`config.mk`:
```
export PLATFORM = sky130hd
export DESIGN_NAME = p2sel_top
export DESIGN_NICKNAME = d
export VERILOG_FILES = /design/src/hw/p2sel_pkg.sv /design/src/hw/p2sel_pin_sync.sv /design/src/hw/p2sel_top.sv
export SDC_FILE = /design/constraint.sdc
export NUM_CORES = 1
export LEC_CHECK = 0
export BUFFER_PORTS_ARGS = -buffer_cell sky130_fd_sc_hd__buf_2
export CORE_ASPECT_RATIO = 0.8
export CORE_MARGIN = 8
export CORE_UTILIZATION = 35
export DETAILED_ROUTE_END_ITERATION = 10
export MAX_ROUTING_LAYER = met4
export PLACE_DENSITY = 0.64
export SLEW_MARGIN = 20
export SYNTH_ARGS = -nofsm -noshare
export SYNTH_HDL_FRONTEND = slang
export SYNTH_SLANG_ARGS = --single-unit
```
`constraint.sdc`:
```
create_clock -name clk_i -period 1.82 [get_ports clk_i]
set_input_delay 0.455 -clock clk_i [delete_from_list [all_inputs] [get_ports clk_i]]
set_output_delay 0.455 -clock clk_i [all_outputs]
set_load 0.01 [all_outputs]
```
`src/hw/p2sel_pkg.sv`:
```
// Package: register map, field positions and reset values of the port 2 function select block
package p2sel_pkg;
    localparam int unsigned PIN_COUNT = 8;
    // Register byte offsets on the Wishbone slave
    localparam logic [7:0] OFS_PORT_CONFIG  = 8'h00;
    localparam logic [7:0] OFS_DIRECTION    = 8'h04;
    localparam logic [7:0] OFS_LATCH        = 8'h08;
    localparam logic [7:0] OFS_CHANNEL      = 8'h0c;
    localparam logic [7:0] OFS_CMP0_CTRL    = 8'h10;
    localparam logic [7:0] OFS_CMP1_CTRL    = 8'h14;
    localparam logic [7:0] OFS_CMP2_CTRL    = 8'h18;
    localparam logic [7:0] OFS_AMP_CTRL     = 8'h1c;
    localparam logic [7:0] OFS_PIN_LEVEL    = 8'h20;
    localparam logic [7:0] OFS_FUNC_STATUS  = 8'h24;
    // Field positions
    localparam int unsigned BIT_CMP_ENABLE  = 7;
    localparam int unsigned BIT_MODE_HI     = 4;
    localparam int unsigned BIT_MODE_LO     = 3;
    localparam int unsigned BIT_AMP_ENABLE  = 7;
    localparam int unsigned BIT_GAIN_ENABLE = 6;
    localparam int unsigned CHAN_WIDTH      = 3;
    // Pin positions with shared analog functions
    localparam int unsigned PIN_CMP2_POS    = 3;
    localparam int unsigned PIN_CMP0_POS    = 4;
    localparam int unsigned PIN_CMP1_POS    = 5;
    localparam int unsigned PIN_COMMON      = 6;
    localparam int unsigned PIN_GAIN_IN     = 1;
    // Reset values: all pins analog, all directions input
    localparam logic [7:0] RST_PORT_CONFIG  = 8'hff;
    localparam logic [7:0] RST_DIRECTION    = 8'hff;
    localparam logic [7:0] RST_LATCH        = 8'h00;
    localparam logic [7:0] RST_CHANNEL      = 8'h00;
    localparam logic [7:0] RST_CTRL         = 8'h00;
    // Input synchroniser depth
    localparam int unsigned SYNC_STAGES     = 3;
endpackage : p2sel_pkg

```
`src/hw/p2sel_pin_sync.sv`:
```
// Three-stage pin synchroniser with agreement filter on the last two stages
`timescale 1ns/1ns
`default_nettype none
module p2sel_pin_sync (
    input  wire logic       clk_i,
    input  wire logic       rst_i,
    input  wire logic [7:0] pin_i,
    output logic      [7:0] level_o
);
    logic [7:0] s1_q;
    logic [7:0] s2_q;
    logic [7:0] s3_q;
    logic [7:0] lvl_q;

    genvar g;
    generate
        for (g = 0; g < 8; g++) begin : g_bit
            always_ff @(posedge clk_i) begin
                if (rst_i) begin
                    s1_q[g]  <= 1'b0;
                    s2_q[g]  <= 1'b0;
                    s3_q[g]  <= 1'b0;
                    lvl_q[g] <= 1'b0;
                end else begin
                    s1_q[g] <= pin_i[g];
                    s2_q[g] <= s1_q[g];
                    s3_q[g] <= s2_q[g];
                    // Only a level seen on two stages counts, filtering a one-cycle glitch
                    if (s2_q[g] == s3_q[g]) begin
                        lvl_q[g] <= s3_q[g];
                    end
                end
            end
        end
    endgenerate

    assign level_o = lvl_q;
endmodule : p2sel_pin_sync
`default_nettype wire

```
`src/hw/p2sel_top.sv`:
```
// Port 2 analog/digital function select with Wishbone register slave
//
// The Wishbone interface to the registers and the placing of the registers were left to the implementer.
`timescale 1ns/1ns
`default_nettype none
module p2sel_top (
    input  wire logic        clk_i,
    input  wire logic        rst_i,
    // Wishbone classic slave
    input  wire logic        wb_cyc_i,
    input  wire logic        wb_stb_i,
    input  wire logic        wb_we_i,
    input  wire logic [7:0]  wb_adr_i,
    input  wire logic [3:0]  wb_sel_i,
    input  wire logic [31:0] wb_dat_i,
    output logic      [31:0] wb_dat_o,
    output logic             wb_ack_o,
    output logic             wb_err_o,
    // Pins
    input  wire logic [7:0]  pin_i,
    output logic      [7:0]  pin_o,
    output logic      [7:0]  pin_oe_o,
    output logic      [7:0]  pin_ie_o,
    // Analog routing
    output logic      [7:0]  analog_sel_o,
    output logic      [7:0]  conv_route_o,
    output logic      [2:0]  cmp_pos_en_o,
    output logic             cmp_common_en_o,
    output logic             amp_en_o,
    output logic             gain_amp_en_o,
    output logic             amp_route_o,
    output logic             gain_route_o
);
    logic [7:0] analog_digital_port_config_q;
    logic [7:0] port2_direction_q;
    logic [7:0] port2_latch_q;
    logic [7:0] converter_channel_select_q;
    logic [7:0] comparator_control_q [3];
    logic [7:0] amplifier_control_q;
    logic [7:0] pin_level;
    logic [7:0] func_status;
    logic [7:0] analog_d;
    logic [7:0] conv_d;
    logic [7:0] oe_d;
    logic [7:0] ie_d;
    logic [2:0] cmp_pos_d;
    logic       common_d;
    logic [31:0] rdata_d;
    logic        hit_d;
    logic        req;
    logic        wr_en;
    logic [7:0]  wbyte;

    p2sel_pin_sync u_sync (
        .clk_i   (clk_i),
        .rst_i   (rst_i),
        .pin_i   (pin_i),
        .level_o (pin_level)
    );

    // Bus handshake: ack one cycle after request, dropped the next cycle
    assign req   = wb_cyc_i && wb_stb_i && !wb_ack_o && !wb_err_o;
    // Write lands at the edge where the master samples ack, while its request still stands
    assign wr_en = wb_cyc_i && wb_stb_i && wb_ack_o && wb_we_i && wb_sel_i[0];
    assign wbyte = wb_dat_i[7:0];

    always_comb begin
        hit_d   = 1'b1;
        rdata_d = 32'h0000_0000;
        if (wb_adr_i == p2sel_pkg::OFS_PORT_CONFIG) begin
            rdata_d[7:0] = analog_digital_port_config_q;
        end else if (wb_adr_i == p2sel_pkg::OFS_DIRECTION) begin
            rdata_d[7:0] = port2_direction_q;
        end else if (wb_adr_i == p2sel_pkg::OFS_LATCH) begin
            // Digital inputs return the pin level, others the latch
            rdata_d[7:0] = (ie_d & pin_level) | (~ie_d & port2_latch_q);
        end else if (wb_adr_i == p2sel_pkg::OFS_CHANNEL) begin
            rdata_d[7:0] = converter_channel_select_q;
        end else if (wb_adr_i == p2sel_pkg::OFS_CMP0_CTRL) begin
            rdata_d[7:0] = comparator_control_q[0];
        end else if (wb_adr_i == p2sel_pkg::OFS_CMP1_CTRL) begin
            rdata_d[7:0] = comparator_control_q[1];
        end else if (wb_adr_i == p2sel_pkg::OFS_CMP2_CTRL) begin
            rdata_d[7:0] = comparator_control_q[2];
        end else if (wb_adr_i == p2sel_pkg::OFS_AMP_CTRL) begin
            rdata_d[7:0] = amplifier_control_q;
        end else if (wb_adr_i == p2sel_pkg::OFS_PIN_LEVEL) begin
            rdata_d[7:0] = pin_level;
        end else if (wb_adr_i == p2sel_pkg::OFS_FUNC_STATUS) begin
            rdata_d[7:0] = func_status;
        end else begin
            hit_d = 1'b0;
        end
    end

    always_ff @(posedge clk_i) begin
        if (rst_i) begin
            wb_ack_o <= 1'b0;
            wb_err_o <= 1'b0;
            wb_dat_o <= 32'h0000_0000;
        end else begin
            wb_ack_o <= req && hit_d;
            wb_err_o <= req && !hit_d;
            wb_dat_o <= (req && hit_d && !wb_we_i) ? rdata_d : 32'h0000_0000;
        end
    end

    // Configuration registers; reset leaves every pin analog input
    always_ff @(posedge clk_i) begin
        if (rst_i) begin
            analog_digital_port_config_q <= p2sel_pkg::RST_PORT_CONFIG;
            port2_direction_q            <= p2sel_pkg::RST_DIRECTION;
            port2_latch_q                <= p2sel_pkg::RST_LATCH;
            converter_channel_select_q   <= p2sel_pkg::RST_CHANNEL;
            amplifier_control_q          <= p2sel_pkg::RST_CTRL;
        end else if (wr_en) begin
            if (wb_adr_i == p2sel_pkg::OFS_PORT_CONFIG) begin
                analog_digital_port_config_q <= wbyte;
            end else if (wb_adr_i == p2sel_pkg::OFS_DIRECTION) begin
                port2_direction_q <= wbyte;
            end else if (wb_adr_i == p2sel_pkg::OFS_LATCH) begin
                port2_latch_q <= wbyte;
            end else if (wb_adr_i == p2sel_pkg::OFS_CHANNEL) begin
                // Only the channel number is stored
                converter_channel_select_q <= {5'h00, wbyte[p2sel_pkg::CHAN_WIDTH-1:0]};
            end else if (wb_adr_i == p2sel_pkg::OFS_AMP_CTRL) begin
                // Only the two enable bits exist
                amplifier_control_q <= wbyte & 8'hc0;
            end
        end
    end

    genvar m;
    generate
        for (m = 0; m < 3; m++) begin : g_cmp
            always_ff @(posedge clk_i) begin
                if (rst_i) begin
                    comparator_control_q[m] <= p2sel_pkg::RST_CTRL;
                end else if (wr_en && wb_adr_i == p2sel_pkg::OFS_CMP0_CTRL + 8'(4 * m)) begin
                    comparator_control_q[m] <= wbyte & 8'h98;
                end
            end
        end
    endgenerate

    // Per-pin function decode
    genvar n;
    generate
        for (n = 0; n < 8; n++) begin : g_pin
            logic chan_hit;
            assign chan_hit = (converter_channel_select_q[2:0] == 3'(n));
            always_comb begin
                analog_d[n] = analog_digital_port_config_q[n];
                conv_d[n]   = analog_digital_port_config_q[n] && chan_hit;
                // A digital pin picked as channel is not driven; software keeps clear of it
                ie_d[n]     = !analog_digital_port_config_q[n] && !chan_hit
                              && port2_direction_q[n];
                // Analog pins never drive, even if software sets output direction
                oe_d[n]     = !analog_digital_port_config_q[n] && !chan_hit
                              && !port2_direction_q[n];
            end
        end
    endgenerate

    always_comb begin
        cmp_pos_d[2] = analog_digital_port_config_q[p2sel_pkg::PIN_CMP2_POS]
                       && comparator_control_q[2][p2sel_pkg::BIT_CMP_ENABLE];
        cmp_pos_d[0] = analog_digital_port_config_q[p2sel_pkg::PIN_CMP0_POS]
                       && comparator_control_q[0][p2sel_pkg::BIT_CMP_ENABLE];
        cmp_pos_d[1] = analog_digital_port_config_q[p2sel_pkg::PIN_CMP1_POS]
                       && comparator_control_q[1][p2sel_pkg::BIT_CMP_ENABLE];
        // Any comparator in common mode claims pin 6 while pin 6 is analog
        common_d = 1'b0;
        for (int k = 0; k < 3; k++) begin
            if (comparator_control_q[k][p2sel_pkg::BIT_MODE_HI]
                && comparator_control_q[k][p2sel_pkg::BIT_MODE_LO]) begin
                common_d = analog_digital_port_config_q[p2sel_pkg::PIN_COMMON];
            end
        end
    end

    assign func_status = {common_d, cmp_pos_d, oe_d[3:0] | ie_d[3:0]};

    // All pin-side outputs registered; one cycle behind the registers
    always_ff @(posedge clk_i) begin
        if (rst_i) begin
            pin_o           <= 8'h00;
            pin_oe_o        <= 8'h00;
            pin_ie_o        <= 8'h00;
            analog_sel_o    <= 8'hff;
            conv_route_o    <= 8'h00;
            cmp_pos_en_o    <= 3'h0;
            cmp_common_en_o <= 1'b0;
            amp_en_o        <= 1'b0;
            gain_amp_en_o   <= 1'b0;
            amp_route_o     <= 1'b0;
            gain_route_o    <= 1'b0;
        end else begin
            pin_o           <= port2_latch_q & oe_d;
            pin_oe_o        <= oe_d;
            pin_ie_o        <= ie_d;
            analog_sel_o    <= analog_d;
            conv_route_o    <= conv_d;
            cmp_pos_en_o    <= cmp_pos_d;
            cmp_common_en_o <= common_d;
            amp_en_o        <= amplifier_control_q[p2sel_pkg::BIT_AMP_ENABLE];
            gain_amp_en_o   <= amplifier_control_q[p2sel_pkg::BIT_GAIN_ENABLE];
            // Amplifier functions only on analog-configured shared pins
            amp_route_o     <= amplifier_control_q[p2sel_pkg::BIT_AMP_ENABLE]
                               && analog_digital_port_config_q[0]
                               && analog_digital_port_config_q[2];
            gain_route_o    <= amplifier_control_q[p2sel_pkg::BIT_GAIN_ENABLE]
                               && analog_digital_port_config_q[p2sel_pkg::PIN_GAIN_IN];
        end
    end

    // Assertions
    AST_RESET_ANALOG: assert property (@(posedge clk_i)
        $past(rst_i) |-> analog_sel_o == 8'hff && pin_oe_o == 8'h00)
        else $error("Port not analog after reset");
    AST_ANALOG_FOLLOWS_CFG: assert property (@(posedge clk_i) disable iff (rst_i)
        $stable(analog_digital_port_config_q) |=> analog_sel_o == $past(analog_digital_port_config_q))
        else $error("Analog select does not follow config");
    AST_DIR_SPLIT: assert property (@(posedge clk_i) disable iff (rst_i)
        (pin_oe_o & pin_ie_o) == 8'h00 && (pin_oe_o & analog_sel_o) == 8'h00)
        else $error("Pin both driven and read or analog");
    AST_OE_FROM_DIR: assert property (@(posedge clk_i) disable iff (rst_i)
        !analog_digital_port_config_q[7] && !port2_direction_q[7] && converter_channel_select_q[2:0] != 3'h7
        |=> pin_oe_o[7])
        else $error("Digital output pin 7 not driven");
    AST_CONV_ONLY_SEL: assert property (@(posedge clk_i) disable iff (rst_i)
        $onehot0(conv_route_o) && (conv_route_o & ~analog_sel_o) == 8'h00)
        else $error("Conversion route not single analog pin");
    AST_CMP0: assert property (@(posedge clk_i) disable iff (rst_i)
        comparator_control_q[0][7] && analog_digital_port_config_q[4] |=> cmp_pos_en_o[0])
        else $error("Comparator 0 input not routed");
    AST_COMMON: assert property (@(posedge clk_i) disable iff (rst_i)
        cmp_common_en_o |-> $past(analog_digital_port_config_q[6]) && analog_sel_o[6])
        else $error("Common input on non-analog pin");
    AST_AMP_BITS: assert property (@(posedge clk_i) disable iff (rst_i)
        ##1 amp_en_o == $past(amplifier_control_q[7]) && gain_amp_en_o == $past(amplifier_control_q[6]))
        else $error("Amplifier enables wrong");
    AST_DRIVE_LATCH: assert property (@(posedge clk_i) disable iff (rst_i)
        ##1 (pin_o & pin_oe_o) == ($past(port2_latch_q) & pin_oe_o))
        else $error("Output pin not from latch");
    AST_ACK_ONE: assert property (@(posedge clk_i) disable iff (rst_i) wb_ack_o |=> !wb_ack_o)
        else $error("Ack held two cycles");
    // Bus answer checks
    AST_ERR_ONE: assert property (@(posedge clk_i) disable iff (rst_i) wb_err_o |=> !wb_err_o)
        else $error("Error held two cycles");
    AST_ACK_ERR_EXCL: assert property (@(posedge clk_i) disable iff (rst_i) !(wb_ack_o && wb_err_o))
        else $error("Ack and error together");
    AST_DAT_ONLY_ACK: assert property (@(posedge clk_i) disable iff (rst_i)
        !wb_ack_o |-> wb_dat_o == 32'h0000_0000)
        else $error("Read data outside ack");
    AST_WRITE_AT_ACK: assert property (@(posedge clk_i) disable iff (rst_i)
        wb_cyc_i && wb_stb_i && wb_ack_o && wb_we_i && wb_sel_i[0] && wb_adr_i == p2sel_pkg::OFS_DIRECTION
        |=> port2_direction_q == $past(wb_dat_i[7:0]))
        else $error("Direction write not taken at ack");
    // Pin routing checks
    AST_IE_FROM_DIR: assert property (@(posedge clk_i) disable iff (rst_i)
        !analog_digital_port_config_q[7] && port2_direction_q[7] && converter_channel_select_q[2:0] != 3'h7
        |=> pin_ie_o[7])
        else $error("Digital input pin 7 not read");
    AST_ANALOG_NO_DIGITAL: assert property (@(posedge clk_i) disable iff (rst_i)
        (analog_sel_o & (pin_oe_o | pin_ie_o)) == 8'h00)
        else $error("Analog pin used digitally");
    AST_CHAN_NOT_DIGITAL: assert property (@(posedge clk_i) disable iff (rst_i)
        ##1 (((pin_oe_o | pin_ie_o) & (8'h01 << $past(converter_channel_select_q[2:0]))) == 8'h00))
        else $error("Selected channel pin used digitally");
    AST_CMP1: assert property (@(posedge clk_i) disable iff (rst_i)
        comparator_control_q[1][7] && analog_digital_port_config_q[5] |=> cmp_pos_en_o[1])
        else $error("Comparator 1 input not routed");
    AST_CMP2: assert property (@(posedge clk_i) disable iff (rst_i)
        comparator_control_q[2][7] && analog_digital_port_config_q[3] |=> cmp_pos_en_o[2])
        else $error("Comparator 2 input not routed");
    AST_CMP_NEEDS_ANALOG: assert property (@(posedge clk_i) disable iff (rst_i)
        (cmp_pos_en_o & ~{analog_sel_o[3], analog_sel_o[5], analog_sel_o[4]}) == 3'h0)
        else $error("Comparator fed from digital pin");
    AST_COMMON_MODE: assert property (@(posedge clk_i) disable iff (rst_i)
        comparator_control_q[0][4] && comparator_control_q[0][3] && analog_digital_port_config_q[6]
        |=> cmp_common_en_o)
        else $error("Common input not connected");
    AST_COMMON_OFF: assert property (@(posedge clk_i) disable iff (rst_i)
        !(comparator_control_q[0][4] && comparator_control_q[0][3])
        && !(comparator_control_q[1][4] && comparator_control_q[1][3])
        && !(comparator_control_q[2][4] && comparator_control_q[2][3]) |=> !cmp_common_en_o)
        else $error("Common input without common mode");
    AST_AMP_ROUTE: assert property (@(posedge clk_i) disable iff (rst_i)
        amp_route_o |-> amp_en_o && analog_sel_o[0] && analog_sel_o[2])
        else $error("Amplifier routed to digital pin");
    AST_GAIN_ROUTE: assert property (@(posedge clk_i) disable iff (rst_i)
        gain_route_o |-> gain_amp_en_o && analog_sel_o[1])
        else $error("Gain amplifier routed to digital pin");

    COV_DIG_OUT: cover property (@(posedge clk_i) pin_oe_o != 8'h00);
    COV_CONV: cover property (@(posedge clk_i) conv_route_o != 8'h00 && cmp_pos_en_o != 3'h0);
    COV_COMMON: cover property (@(posedge clk_i) cmp_common_en_o);
    COV_ERR: cover property (@(posedge clk_i) wb_err_o);
endmodule : p2sel_top
`default_nettype wire

```
---- Word-level counts from Yosys, hierarchy flattened ----
Memories as Yosys holds them, arrays and structs flattened.
Cells that the tools add are included.
operators by class
  eq/ne operators ......................... 24
  mux-type cells .......................... 37
  bitwise operators ....................... 14
  reduce and logical (&&, ||, !) cells .... 89
operator list
  operator                                             number
  2-to-1 mux 8 bit                                     10
  logical AND 1 bit                                    53
  equality test 8 x 5 -> 1 bit, second input constant  4
  zero test 1 bit                                      28
  bitwise AND 8 bit                                    3
  2-to-1 mux 1 bit                                     24
  equality test 8 x 4 -> 1 bit, second input constant  2
  equality test 8 x 6 -> 1 bit, second input constant  2
  equality test 3 bit, second input constant           4
  2-to-1 mux 3 bit                                     3
  equality test 1 bit                                  8
  equality test 8 x 3 -> 1 bit, second input constant  1
  zero test 8 bit                                      1
  NOT 8 bit                                            1
  bitwise OR 8 bit                                     1
  equality test 3 x 2 -> 1 bit, second input constant  2
  AND reduction 6 bit                                  1
  NOT 1 bit                                            5
  AND reduction 5 bit                                  1
  bitwise OR 4 bit                                     1
  AND reduction 4 bit                                  1
  equality test 3 x 1 -> 1 bit, second input constant  1
  zero test 3 bit                                      1
  bitwise OR 1 bit                                     3
  other kinds (3)                                      3
word-level totals
  flip-flop bits (word level) ............. 143
  memory bits (writable) .................. 9
  bits of input ports ..................... 57
  word-level logic and storage cells ...... 217
  memories kept ........................... 1
memory list
  name                  depth  bits a word  read ports  clocked after Yosys merged registers in  wr ports  line             text
  comparator_control_q  3      3            3           0                                        3         p2sel_top.sv:38  logic [7:0] comparator_control_q [3];

---- Depth between registers and ports, before layout ----
  depth after elaboration ................. 15
  mapped depth ............................ 8
  gate-level depth less buffers ........... 5

---- Cells and area by module ----
From an unflattened synthesis, not the netlist that was laid out.
second synthesis, totals
  cells, all modules ...................... 551
  area, all modules ....................... 5102.4 um2
modules (own cells, without submodules)
  module          instances  cells each  area each (um2)  sequential area each (um2)
  p2sel_top       1          468         4179.0           2011.9
  p2sel_pin_sync  1          83          923.4            640.6

---- Worst setup path before layout ----
OpenSTA, ideal clock, no wires.
  path type ............................... input port to flip-flop
  start ................................... input port rst_i
  end ..................................... register wb_dat_o[7]
  setup time .............................. 88 ps
  arrival ................................. 1740 ps
  setup slack ............................. -8 ps
  stages .................................. 5
  path buffers ............................ 1
  cell sequence ........................... buf_2 -> or4_4 -> nor3_2 -> o21ai_1 -> o32ai_2
between the ends
  cells in the longest elaborated chain, start to end .. 1
ends and longest elaborated chain
  item                                 line              text
  start: declaration                   p2sel_top.sv:8    input wire logic rst_i,
  OR reduction 2 bit (no source line)  n/a
  end signal: assignment               p2sel_top.sv:104  wb_dat_o <= (req && hit_d && !wb_we_i) ? rdata_d : 32'h0000_0000;
  end: declaration                     p2sel_top.sv:16   output logic [31:0] wb_dat_o,
Every way passes these cells.
A chain may end at the register's enable or synchronous reset.

---- Worst setup path after layout ----
  start ................................... register wb_ack_o
  end ..................................... register port2_direction_q[1]
between the ends
  cells in the longest elaborated chain, start to end .. 4
ends and longest elaborated chain
  item                                  line              text
  start: declaration                    p2sel_top.sv:17   output logic wb_ack_o,
  start signal: assignment              p2sel_top.sv:102  wb_ack_o <= req && hit_d;
  logical AND 1 bit (3 in series)       p2sel_top.sv:64   assign wr_en = wb_cyc_i && wb_stb_i && wb_ack_o && wb_we_i && wb_sel_i[0];
  AND reduction 3 bit (no source line)  n/a
  end signal: assignment                p2sel_top.sv:112  port2_direction_q <= p2sel_pkg::RST_DIRECTION;
  end signal: assignment                p2sel_top.sv:120  port2_direction_q <= wbyte;
  end: declaration                      p2sel_top.sv:35   logic [7:0] port2_direction_q;
Every way passes these cells.

==> parameters.txt <==
Parameter                              Value

Floorplan
  Area of the placeable core    14,300 um2
  Area enclosed by the die boundary    18,700 um2
  Horiz. Die Dim    151 um
  Height of the die    124 um
  Floorplan row count    39
  Count of boundary I/O pins    139
  Effective utilization at floorplan    35.7%

Yosys
  Cells taking the most area after synthesis    dfxtp_1 (47%), edfxtp_1 (5.3%), nor2b_1 (4.5%)
  Area of the mapped netlist    5110 um2
  Area share of the leading cell type in the synthesized netlist    46.6%
  Portion of the post-synthesis area used by sequential elements    51.9%
  Flip-flop and latch count after synthesis    128
  Share of async-settable or async-resettable flops after synthesis    0%
  Warning count from the yosys run    0
  Gate Count Post-Synth    530
  Dominant cell type by area after synthesis    dfxtp_1
  Number of different library cells in the post-synthesis netlist    61
  Dominant register cell in the synthesized netlist    dfxtp_1
  Mean instance size in the synthesized netlist    9.64 um2
  Number of flops mapped to enable cells by yosys    9

Timing
  Relative slew slack    63.3%
  Time the final worst path needs with I/O delays and setup    1.70 ns
  Final setup fails    0
  Actual slew at the worst max-slew pin    0.536 ns
  Final Hold Viols    0
  Number of max-slew violations in the final report    0
  Tightest hold margin    0.244 ns
  Fmax    590 MHz
  Setup repair after global routing missed its margin    no
  Least setup slack across all paths after layout    0.124 ns
  Layout Skew    0.00862 ns
  Share of the clock period used by the worst path after layout    93.2%

Setup path
  Critical path fanouts, max    5
  WP data arrival    2.00 ns
  Critical path startpoint category    flip-flop
  Data required time at the worst endpoint    2.12 ns
  Worst setup path class    reg2reg
  Kind of end point of the critical path    flip-flop

Flow run
  Number of max-cap violations    0

Route
  Overall routed net length    15.0 mm
  Post-detailed-route wirelength per cell    17.3 um
  Average via count per standard cell    4.98
  Pre-Repair DR Iteration Count    5
  Vias after detailed routing    4,325
  M1 WL    6.89 mm
  Routed length on met2    6.86 mm
  Number of DRC violations after detailed routing    0
  Number of DRC violations after detailed-routing iteration 0    264
  Met3 WL post-DR    1.01 mm
  DRT antenna net count    0
  Highest metal layer with signal wires    met4

Placement
  Placer Congestion    0.905
  IO buf count    87
  Detailed-placement wirelength estimate    11.7 mm
  Setup WS pre-CTS    -0.318 ns
  Instance area at placement    6060 um2
  Placed Cells incl. Taps    836

Cells and area
  Total area of multi-input combinational cells    2200 um2
  Total of fill cells in the finished design    1,372
  Layout Area Growth over Synthesis    31.4%
  Cell Count, Final, Fillers Out    869
  Number of inserted diodes    0
  Fin nets    729
  Layout cell share with drive strength beyond 1    30.8%
  Fin area    6720 um2
  Area used by sequential logic in the layout    2650 um2

Clocking
  Latest clock arrival within the worst-skew pair    0.42 ns
  Post-CTS sizing    0
  Clock tree from TritonCTS    yes
  Cts-stage hold buffer count    0
  Post-CTS setup-driven buffer insertion count    0
  Root Buffer    clkbuf_16
  Number of buffers added by the clock tree synthesis step    17
  Clock transition at the registers of the reported paths    0.06 ns
  Total number of clock tree sinks    128
  H-tree depth    4
  Maximum buffer depth of the clock tree    2

GRT
  Global-route wire length before repair    23.3 mm
  Number of antenna violations at the first check in global routing    0
  Via count of the first global-routing pass    4,383
  Total Routing Usage GR    16.9%
  Pin count of the biggest net entering global routing    25
  Total global routing overflow    0

Status
  Result of the run    completed

Min path
  Tightest Hold Check Type    in2reg

Power
  Max IR drop VDD    0.621 mV
  Leakage power    2.83 nW
  Power Dens Cells    1020 nW/um2
==> area by class of cell <==
| type | instances | area share (%) |
|---|---|---|
| clock buffers | 21 | 7.49 |
| clock inverters | 11 | 2.20 |
| inverters | 12 | 0.671 |
| multi-input cells | 362 | 32.7 |
| flip-flops and latches | 128 | 39.5 |
| well taps | 184 | 3.43 |
| repair buffers | 151 | 14.0 |
==> layer usage <==
| metal | up-vias | track usage, % |
|---|---|---|
| met5 | - | - |
| met4 | 0 | 7.03 |
| met3 | 22 | 4.43 |
| met2 | 143 | 25.8 |
| met1 | 2064 | 20.9 |
| li1 | 2096 | - |
==> flip-flops by register name (all words and copies together), names as in the netlist, 2 cells and up <==
name	count
u_sync.s2_q	8
analog_sel_o	8
pin_o	8
u_sync.s3_q	8
converter_channel_select_q	3
port2_direction_q	8
port2_latch_q	8
analog_d	8
comparator_control_q	9
pin_ie_o	8
amplifier_control_q	2
pin_oe_o	8
wb_dat_o	8
conv_route_o	8
u_sync.s1_q	8
u_sync.level_o	8
cmp_pos_en_o	3
==> cell usage after synthesis (all sizes together) (3+ instances only) <==
library cell / count
a311oi: 3
a211oi: 5
nor2: 49
nor3: 14
nand3b: 10
o32ai: 3
o22ai: 4
or2: 9
edfxtp: 9
mux2i: 9
nand3: 4
nand2: 42
and4: 5
inv: 12
nand4: 3
a211o: 13
o21bai: 3
nor2b: 37
buf: 36
nand2b: 8
and3: 10
o21ai: 31
dfxtp: 119
clkbuf: 15
and2: 15
a2111oi: 4
a21oi: 26
==> final timing paths <==
path                            slack, ns  cells past startpoint                                 to                      start
worst max-delay path                 0.12                      6  port2_direction_q[1]$_SDFFE_PP1P_        wb_ack_o$_SDFF_PP0_
worst min register to register       0.43                      1          u_sync.s2_q[1]$_SDFF_PP0_  u_sync.s1_q[1]$_SDFF_PP0_
worst min-delay path                 0.24                      2          u_sync.s1_q[6]$_SDFF_PP0_                   pin_i[6]
worst max register to register       0.12                      6  port2_direction_q[1]$_SDFFE_PP1P_        wb_ack_o$_SDFF_PP0_
==> worst max-delay path, cell delays in order (launching register included) <==
cell     delay (ns)
dfxtp_1        0.35
and4_1         0.27
nand4_4        0.21
nor2_2         0.28
buf_4          0.17
nor2_1         0.03
a211o_1        0.27
==> metrics by stage <==
| step | total power, mW | utilization (%) | setup TNS, ns |
|---|---|---|---|
| final | 6.84 | 47.0 | 0 |
| after global routing | 7.07 | 47.0 | 0 |
| after CTS | 6.92 | 46.9 | 0 |
| after detailed placement | 3.25 | 42.4 | -10.42 |
| after global placement | 3.25 | 42.4 | -6.86 |
| after floorplan | 3.13 | - | 0 |
==> power breakdown <==
part | switching [mW] | internal, mW | leakage, nW
clock network | 1.26 | 2.39 | 0.320
logic | 0.194 | 0.117 | 1.45
registers | 0.0147 | 2.87 | 1.06
==> kinds of logic (layout without fill, tap and decap cells) <==
family                 Yosys count  in the layout  share of synthesized area (%)
AOI/OAI and AO/OA              113            113                           15.1
buffers and inverters           63            195                           6.93
muxes                           10             10                           1.98
and+or+nand+nor                215            215                           24.0
DFF                            128            128                           51.9
other                            1             24                         0.0734
==> layout by cell type (no fill, tap or decap), types with 3 or more instances in the layout <==
cell	netlist	routed
a211o_1	13	13
conb_1	1	24
o22ai_1	4	4
o21ai_0	30	30
dfxtp_1	119	119
nand3b_1	10	10
a311oi_1	3	3
edfxtp_1	9	9
buf_4	25	62
and3_1	10	10
o21bai_1	3	3
nor2_1	46	46
or2_2	9	9
and2_1	15	15
buf_2	7	87
a21oi_1	26	26
a211oi_1	5	5
mux2i_1	9	9
nand2_1	42	42
clkinv_2	0	3
bufinv_16	0	3
clkbuf_16	0	19
nand3_1	4	4
and4_1	5	5
nor2b_1	37	37
nand2b_1	8	8
nor3_1	10	10
inv_1	12	12
Note: power is estimated with default switching activity, not from simulation.
